$ cat config.mk
export PLATFORM = sky130hd
export DESIGN_NAME = sleep_mode_clock_gating
export DESIGN_NICKNAME = d
export VERILOG_FILES = /design/src/sleep_gate_pkg.sv /design/src/gate_if.sv /design/src/gate_select.sv /design/src/access_check.sv /design/src/sleep_mode_clock_gating.sv
export SDC_FILE = /design/constraint.sdc
export NUM_CORES = 1
export LEC_CHECK = 0
export BUFFER_PORTS_ARGS = -buffer_cell sky130_fd_sc_hd__buf_2
export CORE_AREA = 5 5 90 109
export DETAILED_ROUTE_END_ITERATION = 7
export DIE_AREA = 0 0 95 114
export GPL_TIMING_DRIVEN = 1
export PLACE_DENSITY_LB_ADDON = 0.12
export SLEW_MARGIN = 20
export SYNTH_ARGS = -nofsm -noshare
export SYNTH_HDL_FRONTEND = slang
export SYNTH_SLANG_ARGS = --single-unit
$ cat constraint.sdc
create_clock -name clk -period 1.9 [get_ports clk]
set_clock_uncertainty 0.2 [all_clocks]
set_input_delay 0.095 -clock clk [delete_from_list [all_inputs] [get_ports clk]]
set_output_delay 0.095 -clock clk [all_outputs]
set_load 0.01 [all_outputs]
$ cat src/sleep_gate_pkg.sv
// constants, types and helpers for the sleep-mode unit clock gating block
// assumes: 12-bit register offsets within the system control window
package sleep_gate_pkg;
   localparam int ADDR_W = 12;
   localparam int DATA_W = 32;
   localparam int UNITS = 7;
   localparam int UNIT_IDX_W = 3;
   localparam logic [31:0] SYSCTL_BASE = 32'h400F_E000;
   localparam logic [ADDR_W-1:0] RUN_GATE_OFS = 12'h104;
   localparam logic [ADDR_W-1:0] SLEEP_GATE_OFS = 12'h114;
   localparam logic [ADDR_W-1:0] DEEP_GATE_OFS = 12'h124;
   localparam logic [ADDR_W-1:0] RUN_CFG_OFS = 12'h1F0;
   localparam logic [ADDR_W-1:0] IRQ_STATUS_OFS = 12'h1F4;
   localparam logic [ADDR_W-1:0] IRQ_MASK_OFS = 12'h1F8;
   // gating bit positions
   localparam int ASYNC0_BIT = 0;
   localparam int ASYNC1_BIT = 1;
   localparam int SYNC0_BIT = 4;
   localparam int GPC0_BIT = 16;
   localparam int GPC1_BIT = 17;
   localparam int GPC2_BIT = 18;
   localparam int COMPARATOR_ZERO_GATE_BIT = 24;
   localparam int AUTO_GATE_BIT = 0;
   localparam logic [DATA_W-1:0] GATE_IMPL_MASK = 32'h0107_0013;
   localparam logic [DATA_W-1:0] GATE_RESET = 32'h0000_0000;
   localparam logic [DATA_W-1:0] CFG_IMPL_MASK = 32'h0000_0001;
   localparam logic [DATA_W-1:0] CFG_RESET = 32'h0000_0000;
   // interrupt event positions
   localparam int EV_FAULT_BIT = 0;
   localparam int EV_MODE_BIT = 1;
   localparam int EV_W = 2;
   localparam logic [EV_W-1:0] EV_RESET = 2'h0;
   localparam logic [UNITS-1:0] UNITS_OFF = 7'h00;

   typedef enum logic [1:0] {
      PM_RUN = 2'h0,
      PM_SLEEP = 2'h1,
      PM_DEEP = 2'h3
   } power_mode_t;

   // unit order: async0, async1, sync0, gpc0, gpc1, gpc2, comparator_zero_gate
   function automatic logic [UNITS-1:0] gate_to_units(input logic [DATA_W-1:0] r);
      gate_to_units = {r[COMPARATOR_ZERO_GATE_BIT], r[GPC2_BIT], r[GPC1_BIT], r[GPC0_BIT],
                       r[SYNC0_BIT], r[ASYNC1_BIT], r[ASYNC0_BIT]};
   endfunction : gate_to_units
endpackage : sleep_gate_pkg

$ cat src/gate_if.sv
// carrier between the gating core, its mode selector and its access checker
// assumes: one clock, all members driven by the modules on the modports
`timescale 1ns/10ps
`default_nettype none
interface gate_if;
   import sleep_gate_pkg::*;
   logic [UNITS-1:0] active_en;
   logic [UNITS-1:0] applied_en;
   logic acc_valid;
   logic [UNIT_IDX_W-1:0] acc_unit;
   logic acc_fault;
   logic acc_ok;
   modport sel (output active_en);
   modport chk (input applied_en, input acc_valid, input acc_unit,
                output acc_fault, output acc_ok);
   modport core (input active_en, output applied_en, output acc_valid,
                 output acc_unit, input acc_fault, input acc_ok);
endinterface : gate_if
`default_nettype wire

$ cat src/gate_select.sv
// picks which gating register drives the unit clocks
// assumes: register values already masked to implemented bits
`timescale 1ns/10ps
`default_nettype none
module gate_select
   import sleep_gate_pkg::*;
(
   input wire logic [DATA_W-1:0] run_gate,
   input wire logic [DATA_W-1:0] sleep_gate,
   input wire logic [DATA_W-1:0] deep_gate,
   input wire logic auto_gate,
   input wire power_mode_t mode,
   gate_if.sel gif
);
   wire logic [UNITS-1:0] run_units;
   wire logic [UNITS-1:0] sleep_units;
   wire logic [UNITS-1:0] deep_units;
   wire logic use_sleep;
   wire logic use_deep;
   assign run_units = gate_to_units(run_gate);
   assign sleep_units = gate_to_units(sleep_gate);
   assign deep_units = gate_to_units(deep_gate);
   // without auto gating the run settings stay in force while asleep
   assign use_sleep = auto_gate && (mode == PM_SLEEP);
   assign use_deep = auto_gate && (mode == PM_DEEP);
   assign gif.active_en = use_deep ? deep_units :
                          use_sleep ? sleep_units : run_units;
endmodule : gate_select
`default_nettype wire

$ cat src/access_check.sv
// flags processor accesses that reach a unit with its clock stopped
// assumes: acc_unit is an index into the unit order of the package
`timescale 1ns/10ps
`default_nettype none
module access_check
   import sleep_gate_pkg::*;
(
   gate_if.chk gif
);
   wire logic unit_known;
   wire logic unit_clocked;
   assign unit_known = (gif.acc_unit < UNIT_IDX_W'(UNITS));
   // an index past the last unit has no clock at all and faults too
   assign unit_clocked = unit_known && gif.applied_en[gif.acc_unit];
   assign gif.acc_fault = gif.acc_valid && !unit_clocked;
   assign gif.acc_ok = gif.acc_valid && unit_clocked;
endmodule : access_check
`default_nettype wire

$ cat src/sleep_mode_clock_gating.sv
// unit clock gating registers for run, sleep and deep sleep, with bus fault on access
// assumes: one clock, register port strobes one cycle long, power requests synchronous
//
// Our own choice: the address-and-strobe port.
`timescale 1ns/10ps
`default_nettype none
module sleep_mode_clock_gating
   import sleep_gate_pkg::*;
(
   input wire logic clk,
   input wire logic rstn,
   input wire logic [ADDR_W-1:0] addr,
   input wire logic [DATA_W-1:0] wdata,
   input wire logic wr,
   input wire logic rd,
   output logic [DATA_W-1:0] rdata,
   input wire logic sleep_req,
   input wire logic deep_sleep_req,
   input wire logic wake_req,
   input wire logic acc_valid,
   input wire logic [UNIT_IDX_W-1:0] acc_unit,
   output logic acc_ok,
   output logic acc_fault,
   output logic [UNITS-1:0] unit_clock_enable,
   output logic [UNITS-1:0] unit_disable,
   output logic [1:0] power_mode,
   output logic irq
);
   gate_if gif ();

   logic [DATA_W-1:0] run_unit_clock_gate_reg;
   logic [DATA_W-1:0] sleep_unit_clock_gate_reg;
   logic [DATA_W-1:0] deep_sleep_unit_clock_gate_reg;
   logic [DATA_W-1:0] run_clock_configuration_reg;
   logic [EV_W-1:0] irq_status_reg;
   logic [EV_W-1:0] irq_mask_reg;
   logic [DATA_W-1:0] rdata_reg;
   logic [UNITS-1:0] unit_en_reg;
   logic [UNITS-1:0] unit_dis_reg;
   logic acc_ok_reg;
   logic acc_fault_reg;
   logic irq_reg;
   power_mode_t mode_reg;
   power_mode_t mode_next;

   // address decode
   wire logic sel_run;
   wire logic sel_sleep;
   wire logic sel_deep;
   wire logic sel_cfg;
   wire logic sel_status;
   wire logic sel_mask;
   assign sel_run = (addr == RUN_GATE_OFS);
   assign sel_sleep = (addr == SLEEP_GATE_OFS);
   assign sel_deep = (addr == DEEP_GATE_OFS);
   assign sel_cfg = (addr == RUN_CFG_OFS);
   assign sel_status = (addr == IRQ_STATUS_OFS);
   assign sel_mask = (addr == IRQ_MASK_OFS);

   wire logic wr_run;
   wire logic wr_sleep;
   wire logic wr_deep;
   wire logic wr_cfg;
   wire logic wr_status;
   wire logic wr_mask;
   assign wr_run = wr && sel_run;
   assign wr_sleep = wr && sel_sleep;
   assign wr_deep = wr && sel_deep;
   assign wr_cfg = wr && sel_cfg;
   assign wr_status = wr && sel_status;
   assign wr_mask = wr && sel_mask;

   // only implemented bits are stored, so reserved ones can never read back
   wire logic [DATA_W-1:0] gate_wdata;
   assign gate_wdata = wdata & GATE_IMPL_MASK;

   wire logic auto_gate;
   assign auto_gate = run_clock_configuration_reg[AUTO_GATE_BIT];

   // gating registers
   always_ff @(posedge clk or negedge rstn) begin
      if (!rstn) begin
         run_unit_clock_gate_reg <= GATE_RESET;
      end else if (wr_run) begin
         run_unit_clock_gate_reg <= gate_wdata;
      end
   end

   always_ff @(posedge clk or negedge rstn) begin
      if (!rstn) begin
         sleep_unit_clock_gate_reg <= GATE_RESET;
      end else if (wr_sleep) begin
         sleep_unit_clock_gate_reg <= gate_wdata;
      end
   end

   always_ff @(posedge clk or negedge rstn) begin
      if (!rstn) begin
         deep_sleep_unit_clock_gate_reg <= GATE_RESET;
      end else if (wr_deep) begin
         deep_sleep_unit_clock_gate_reg <= gate_wdata;
      end
   end

   always_ff @(posedge clk or negedge rstn) begin
      if (!rstn) begin
         run_clock_configuration_reg <= CFG_RESET;
      end else if (wr_cfg) begin
         run_clock_configuration_reg <= wdata & CFG_IMPL_MASK;
      end
   end

   // power state: run -> sleep -> deep sleep follows a gray path
   always_comb begin
      mode_next = mode_reg;
      case (mode_reg)
         PM_RUN: begin
            if (deep_sleep_req) begin
               mode_next = PM_DEEP;
            end else if (sleep_req) begin
               mode_next = PM_SLEEP;
            end
         end
         PM_SLEEP: begin
            if (wake_req) begin
               mode_next = PM_RUN;
            end else if (deep_sleep_req) begin
               mode_next = PM_DEEP;
            end
         end
         PM_DEEP: begin
            if (wake_req) begin
               mode_next = PM_RUN;
            end
         end
         default: begin
            mode_next = PM_RUN;
         end
      endcase
   end

   always_ff @(posedge clk or negedge rstn) begin
      if (!rstn) begin
         mode_reg <= PM_RUN;
      end else begin
         mode_reg <= mode_next;
      end
   end

   // selection of the register in force
   gate_select u_select (
      .run_gate(run_unit_clock_gate_reg),
      .sleep_gate(sleep_unit_clock_gate_reg),
      .deep_gate(deep_sleep_unit_clock_gate_reg),
      .auto_gate(auto_gate),
      .mode(mode_reg),
      .gif(gif.sel)
   );

   // enables lag the register write by one cycle; the checker uses what units see
   always_ff @(posedge clk or negedge rstn) begin
      if (!rstn) begin
         unit_en_reg <= UNITS_OFF;
         unit_dis_reg <= ~UNITS_OFF;
      end else begin
         unit_en_reg <= gif.active_en;
         unit_dis_reg <= ~gif.active_en;
      end
   end

   assign gif.applied_en = unit_en_reg;
   assign gif.acc_valid = acc_valid;
   assign gif.acc_unit = acc_unit;

   access_check u_check (
      .gif(gif.chk)
   );

   always_ff @(posedge clk or negedge rstn) begin
      if (!rstn) begin
         acc_ok_reg <= 1'b0;
         acc_fault_reg <= 1'b0;
      end else begin
         acc_ok_reg <= gif.acc_ok;
         acc_fault_reg <= gif.acc_fault;
      end
   end

   // sticky events; a new event beats a write-one clear in the same cycle
   wire logic [EV_W-1:0] ev_set;
   wire logic [EV_W-1:0] ev_clr;
   wire logic [EV_W-1:0] irq_status_next;
   assign ev_set[EV_FAULT_BIT] = gif.acc_fault;
   assign ev_set[EV_MODE_BIT] = (mode_next != mode_reg);
   assign ev_clr = wr_status ? wdata[EV_W-1:0] : EV_RESET;
   assign irq_status_next = (irq_status_reg & ~ev_clr) | ev_set;

   always_ff @(posedge clk or negedge rstn) begin
      if (!rstn) begin
         irq_status_reg <= EV_RESET;
      end else begin
         irq_status_reg <= irq_status_next;
      end
   end

   always_ff @(posedge clk or negedge rstn) begin
      if (!rstn) begin
         irq_mask_reg <= EV_RESET;
      end else if (wr_mask) begin
         irq_mask_reg <= wdata[EV_W-1:0];
      end
   end

   // irq is registered from the next status, so it changes in the same cycle as the status
   always_ff @(posedge clk or negedge rstn) begin
      if (!rstn) begin
         irq_reg <= 1'b0;
      end else begin
         irq_reg <= |(irq_status_next & irq_mask_reg);
      end
   end

   // read mux; unmapped offsets read zero
   wire logic [DATA_W-1:0] rd_mux;
   assign rd_mux = sel_run ? run_unit_clock_gate_reg :
                   sel_sleep ? sleep_unit_clock_gate_reg :
                   sel_deep ? deep_sleep_unit_clock_gate_reg :
                   sel_cfg ? run_clock_configuration_reg :
                   sel_status ? {{(DATA_W-EV_W){1'b0}}, irq_status_reg} :
                   sel_mask ? {{(DATA_W-EV_W){1'b0}}, irq_mask_reg} :
                   GATE_RESET;

   // data stand only in the cycle after the strobe
   always_ff @(posedge clk or negedge rstn) begin
      if (!rstn) begin
         rdata_reg <= GATE_RESET;
      end else begin
         rdata_reg <= rd ? rd_mux : GATE_RESET;
      end
   end

   assign rdata = rdata_reg;
   assign acc_ok = acc_ok_reg;
   assign acc_fault = acc_fault_reg;
   assign unit_clock_enable = unit_en_reg;
   assign unit_disable = unit_dis_reg;
   assign power_mode = mode_reg;
   assign irq = irq_reg;
endmodule : sleep_mode_clock_gating
`default_nettype wire

* Yosys cells after proc, flatten, opt, wreduce, memory -nomap -nowiden
Cells that the tools add are included.
Widths: inputs -> output; s select.
** Operators by class
- Reduce and logical (&&, ||, !) cells :: 14
- $lt $le $gt $ge :: 2
- Equal/unequal tests :: 9
- Bitwise operators :: 5
- Multiplexer cells :: 18
** Operator list (count)
- $mux 25 :: 4
- $eq 12x9->1 const B :: 6
- $mux 2 :: 9
- $mux 7 :: 2
- $logic_and 1x1->1 :: 11
- $not 7->7 :: 1
- $pmux 2 s3 :: 1
- $and 2x2->2 :: 2
- $lt 3x4->1 const B :: 1
- $bmux 1 s3 :: 1
- $lt 3x3->1 const B :: 1
- $eq 2x1->1 const B :: 1
- $eq 2x2->1 const B :: 1
- $logic_not 2->1 :: 1
- $ne 2x2->1 :: 1
- $not 2->2 :: 1
- $or 2x2->2 :: 1
- $reduce_or 2->1 :: 1
- $logic_not 1->1 :: 1
- $mux 1 :: 1
** Storage, ports and cells
- Word-level logic and storage cells :: 61
- Output and inout bits :: 51
- Input port bits :: 55
- Bits in registers :: 70

* Depth between registers and ports, before layout
- Word-level depth :: 8
- Depth in mapped cells :: 7

* Modules after synthesis
From an unflattened synthesis, not the netlist that was laid out.
** Second synthesis, totals
- Cell total of the unflattened synthesis :: 226
- Area total of the unflattened synthesis :: 2635.0 um2
** By module, submodules not included
- sleep_mode_clock_gating :: instances 1, area an instance 2357.3 um2, cells each 190, seq. area each 1310.0 um2
- gate_select :: instances 1, area an instance 201.4 um2, cells each 26, seq. area each 0.0 um2
- access_check :: instances 1, area an instance 76.3 um2, cells each 10, seq. area each 0.0 um2

* Worst setup path after synthesis
OpenSTA, ideal clock, no wires.
- Path type :: input-to-reg
- From :: input port addr[1]
- To :: register run_unit_clock_gate_reg[0]
- Stages :: 6
- Path buffers :: 1
- Data arrival time :: 1817 ps
- Path slack :: -242 ps
- Setup time :: 125 ps
- Path through :: or4_4 -> nor3b_4 -> nand2_2 -> or4_4 -> buf_6 -> mux2_4
** Between the ends
- Longest elaborated chain between the ends :: 2
** RTL lines
- from (decl) :: line sleep_mode_clock_gating.sv:12 : input wire logic [ADDR_W-1:0] addr,
- $eq 12x9->1 :: line sleep_mode_clock_gating.sv:53 : assign sel_run = (addr == RUN_GATE_OFS);
- $logic_and 1x1->1 :: line sleep_mode_clock_gating.sv:66 : assign wr_run = wr && sel_run;
- to (signal assigned) :: line sleep_mode_clock_gating.sv:85 : run_unit_clock_gate_reg <= gate_wdata;
- to (decl) :: line sleep_mode_clock_gating.sv:31 : logic [DATA_W-1:0] run_unit_clock_gate_reg;
Every way passes these cells.
A chain may end at the register's enable or synchronous reset.

* Final worst setup path
Same ends and word-level chain as after synthesis.

==> flow_summary.rst <==
.. list-table::
   :header-rows: 1

   * - Metric
     - Value
   * - Arithmetic-cell share of the synthesized area counting full adders, half adders and majority gates
     - 0%
   * - Clock sinks
     - 52
   * - Worst reg2reg startpoint
     - unit_clock_enable[0]$_DFF_PN0_
   * - Worst R2R Path Depth
     - 5
   * - Worst R2R Setup Slack
     - 0.17 ns
   * - Die Y-Extent
     - about 110 microns
   * - Setup repair after global routing missed its margin
     - no
   * - Gp weighted congestion
     - 0.788
   * - Arrival time of the worst setup path
     - 1.86 ns
   * - Count of antenna diodes in the layout
     - 0
   * - Final Hold Viols
     - 0
   * - Routed wire length per instance
     - 13.1 microns
   * - Portion of synthesized cell area occupied by the leading cell type
     - 45.0%
   * - Kind of path behind the tightest hold check
     - in2reg
   * - Detail Placement HPWL
     - between 4 and 5 mm
   * - End of the worst register-to-register path
     - irq$_DFF_PN0_
   * - CTS tree
     - built
   * - Detailed Route WL
     - between 5 and 6 mm
   * - DIE WIDTH
     - 95 microns
   * - Clock insertion delay at the later pin of the skew report
     - 0.30 ns
   * - TritonCTS Buffers
     - 5
   * - Initial cell density of the core
     - 28.6%
   * - Final Slew Violations
     - 0
   * - Number of synthesized flops with an enable pin
     - 0
   * - Final Cycle Share
     - 98.1%
   * - Number of unique standard cell types used by synthesis
     - 38
   * - Slew at the pin with the worst max-slew slack
     - 0.483 ns
   * - Power per standard cell area
     - 731 mW/mm^2
   * - Max FO, Critical Path
     - 7
   * - Pin count of the biggest net entering global routing
     - between 50 and 60
   * - Fillers
     - approximately 920
   * - Core region area
     - 0.00875 sq mm
   * - Static Leak
     - 1.59 nW
   * - Per-cell via count in the routed design
     - 4.16
   * - Post-route DRC
     - 0
   * - Number of instances on the worst hold path
     - 3
   * - Antenna violations before repair
     - 0
   * - Via count of the first global-routing pass
     - 1868
   * - Top cell type by total area after synthesis
     - sky130_fd_sc_hd__dfrtp_1
   * - Number of synthesized register bits
     - 52
   * - Core Util, Final
     - between 30 and 40%
   * - Library cell used as clock root buffer
     - sky130_fd_sc_hd__clkbuf_8
   * - Die footprint
     - around 0.011 sq mm
   * - Time the final worst path needs with I/O delays and setup
     - between 1.5 and 2 ns
   * - Clock slew at the register clock pins of the worst setup and hold paths
     - around 0.1 ns
   * - Multiplexer share of the synthesized area
     - approximately 14%
   * - 1st-iter DRT viols
     - 58
   * - Total via count in the routed design
     - 1817
   * - Layout overhead on the synthesized area
     - 28.8%
   * - Highest ir drop seen on vdd
     - 330 uV
   * - XOR/XNOR Fraction of Synth Area
     - 0%
   * - Worst Min Path Start
     - rd
   * - Worst-case headroom to the max-slew limit
     - 67.0%
   * - CP Class
     - in2reg
   * - Proportion of register bits with asynchronous set or reset after synthesis
     - between 90% and 100%
   * - Total grt overflow
     - 0
   * - # setup viols final
     - 0
   * - Max Cap Violations
     - 0
   * - Portion of the post-synthesis area used by sequential elements
     - 52.3%
   * - Top FF cell, synth
     - sky130_fd_sc_hd__dfrtp_1
   * - Area of the mapped netlist
     - 0.00250 sq mm
   * - Clock Path Buffers
     - 2
   * - Simple-gate share of the synthesized area
     - 14.0%
   * - Count of H-tree levels built during CTS
     - 2
   * - Required time worst endpoint
     - 1.89 ns
   * - Overall power after layout
     - around 0.0024 W
   * - Fin nets
     - 371
   * - Top Ports
     - 106
   * - Worst Hold Path EP
     - rdata[18]$_DFF_PN0_
   * - Iteration count of the initial detailed-routing pass
     - 4
   * - Cell count after synthesis
     - 229
   * - Overall fraction of global-route tracks in use
     - 11.2%
   * - Synthesized-area fraction occupied by ao, oa, aoi and oai cells
     - 8.50%
   * - Main combinational cell family by area after synthesis
     - multiplexers
   * - Result of the run
     - finished, final reports clean
   * - Count of synthesis-stage warnings from yosys
     - 0
   * - Antenna Nets Post-Route
     - 0
   * - Max Clk Rate
     - 0.536 GHz
   * - Ratio of cells with drive above 1 in the final layout
     - 36.9%
   * - Most frequent cells after synthesis
     - sky130_fd_sc_hd__dfrtp_1, sky130_fd_sc_hd__buf_4, sky130_fd_sc_hd__nand2_1
   * - Largest cells by area after synthesis
     - sky130_fd_sc_hd__dfrtp_1, sky130_fd_sc_hd__buf_4, sky130_fd_sc_hd__dfstp_2
   * - Wire length of the first global-routing pass
     - 9.23 mm
   * - Buffers on Ports
     - 55
   * - Number of placement rows
     - 38
   * - Most common cell in the synthesized netlist
     - sky130_fd_sc_hd__dfrtp_1
   * - Critical path launch point type
     - input port
   * - Mean instance size in the synthesized netlist
     - between 10 and 15 sq um
   * - Kind of end point of the critical path
     - flip-flop
[routing by layer]
metal / global-route usage (%) / share of wire [%] / routed length [microns] / up-vias
li1: - / - / - / 901
met1: 13.2 / 41 / 2330 / 867
met2: 20.1 / 54 / 3070 / 44
met3: 2.18 / 4.4 / 250 / 5
met4: 3.46 / 1.1 / 62 / 0
met5: 0 / 0 / 0 / -
[through the flow]
stage	setup TNS [ns]	cells	setup WS [ns]	instance area (sq um)	hold slack [ns]
after floorplan	-1.83	253	-0.219	2590	-0.401
after global placement	-4.04	413	-0.319	2940	-0.0867
after global routing	0	437	0.00387	3220	0.0118
after detailed placement	-3.74	413	-0.321	2940	-0.0801
final	0	437	0.0357	3220	0.0134
after CTS	0	436	0.00750	3200	0.00450
[worst max-delay path by stage]
stage,startpoint,endpoint,slack [ns],depth (start not counted)
finish,addr[1],run_unit_clock_gate_reg[0]$_DFFE_PN0P_,0.04,6
global route,unit_clock_enable[0]$_DFF_PN0_,irq$_DFF_PN0_,0.004,5
CTS,addr[1],run_unit_clock_gate_reg[1]$_DFFE_PN0P_,0.008,6
detailed placement,addr[1],run_unit_clock_gate_reg[17]$_DFFE_PN0P_,-0.32,6
global placement,addr[1],run_unit_clock_gate_reg[18]$_DFFE_PN0P_,-0.32,6
floorplan,addr[1],run_unit_clock_gate_reg[0]$_DFFE_PN0P_,-0.22,6
[critical path: stages]
cell                      delay (ns)
sky130_fd_sc_hd__buf_6          0.09
sky130_fd_sc_hd__or4_4          0.55
sky130_fd_sc_hd__nor3b_4        0.22
sky130_fd_sc_hd__nand2_2        0.07
sky130_fd_sc_hd__or4_4          0.51
sky130_fd_sc_hd__mux2_4         0.32
[area by class of cell]
cell class | count | area [sq um] | share of cell area [%]
multi-input combinational | 155 | 1010 | 31.5
clock buffer | 5 | 68.8 | 2.14
tap | 120 | 150 | 4.66
clock inverter | 3 | 46.3 | 1.44
sequential | 52 | 1310 | 40.7
timing repair buffer | 88 | 579 | 18.0
inverter | 14 | 52.6 | 1.63
[power breakdown]
part,total [W],internal [W],switching (W),leakage (nW)
Combinational,0.000418,0.000199,0.000219,0.870
Sequential,0.00115,0.00114,0.0000191,0.660
Clock,0.000782,0.000397,0.000384,0.0548
[cells in the final DEF, fill, tap and decap left out, drive strengths merged]
cell type,netlist,layout
buf,26,73
dfrtp,45,45
conb,1,25
mux2,21,21
nand2,20,20
dlygate4sd3,0,15
inv,14,15
nor2,14,14
a21oi,13,13
o21ai,13,13
mux2i,9,9
nor4,7,7
dfstp,7,7
nand2b,6,6
clkbuf,6,5
nor2b,4,4
nand3b,3,3
or4,2,2
nor3,2,2
or4b,1,1
a31oi,1,1
nand4,1,1
o22a,1,1
nor3b,1,1
a221oi,1,1
a2111oi,1,1
o22ai,1,1
a311oi,1,1
o2bb2ai,1,1
or2,1,1
o32a,1,1
a21o,1,1
a22o,1,1
and2,1,1
and3,1,1
bufinv,0,1
clkinvlp,0,1
[cells by family after synthesis]
| group | after synthesis |
|---|---|
| compound gates | 36 |
| buf+inv | 46 |
| other cells | 1 |
| flops | 52 |
| mux | 30 |
| simple gates | 64 |
[timing repair]
action                                 4_1_cts  5_1_grt
setup endpoints to repair                    0        8
resized for setup                            0        2
buffers inserted                             0        1
endpoints found under the hold margin       82        0
hold buffers                                15        0
Power figures use the tool's default switching activity.
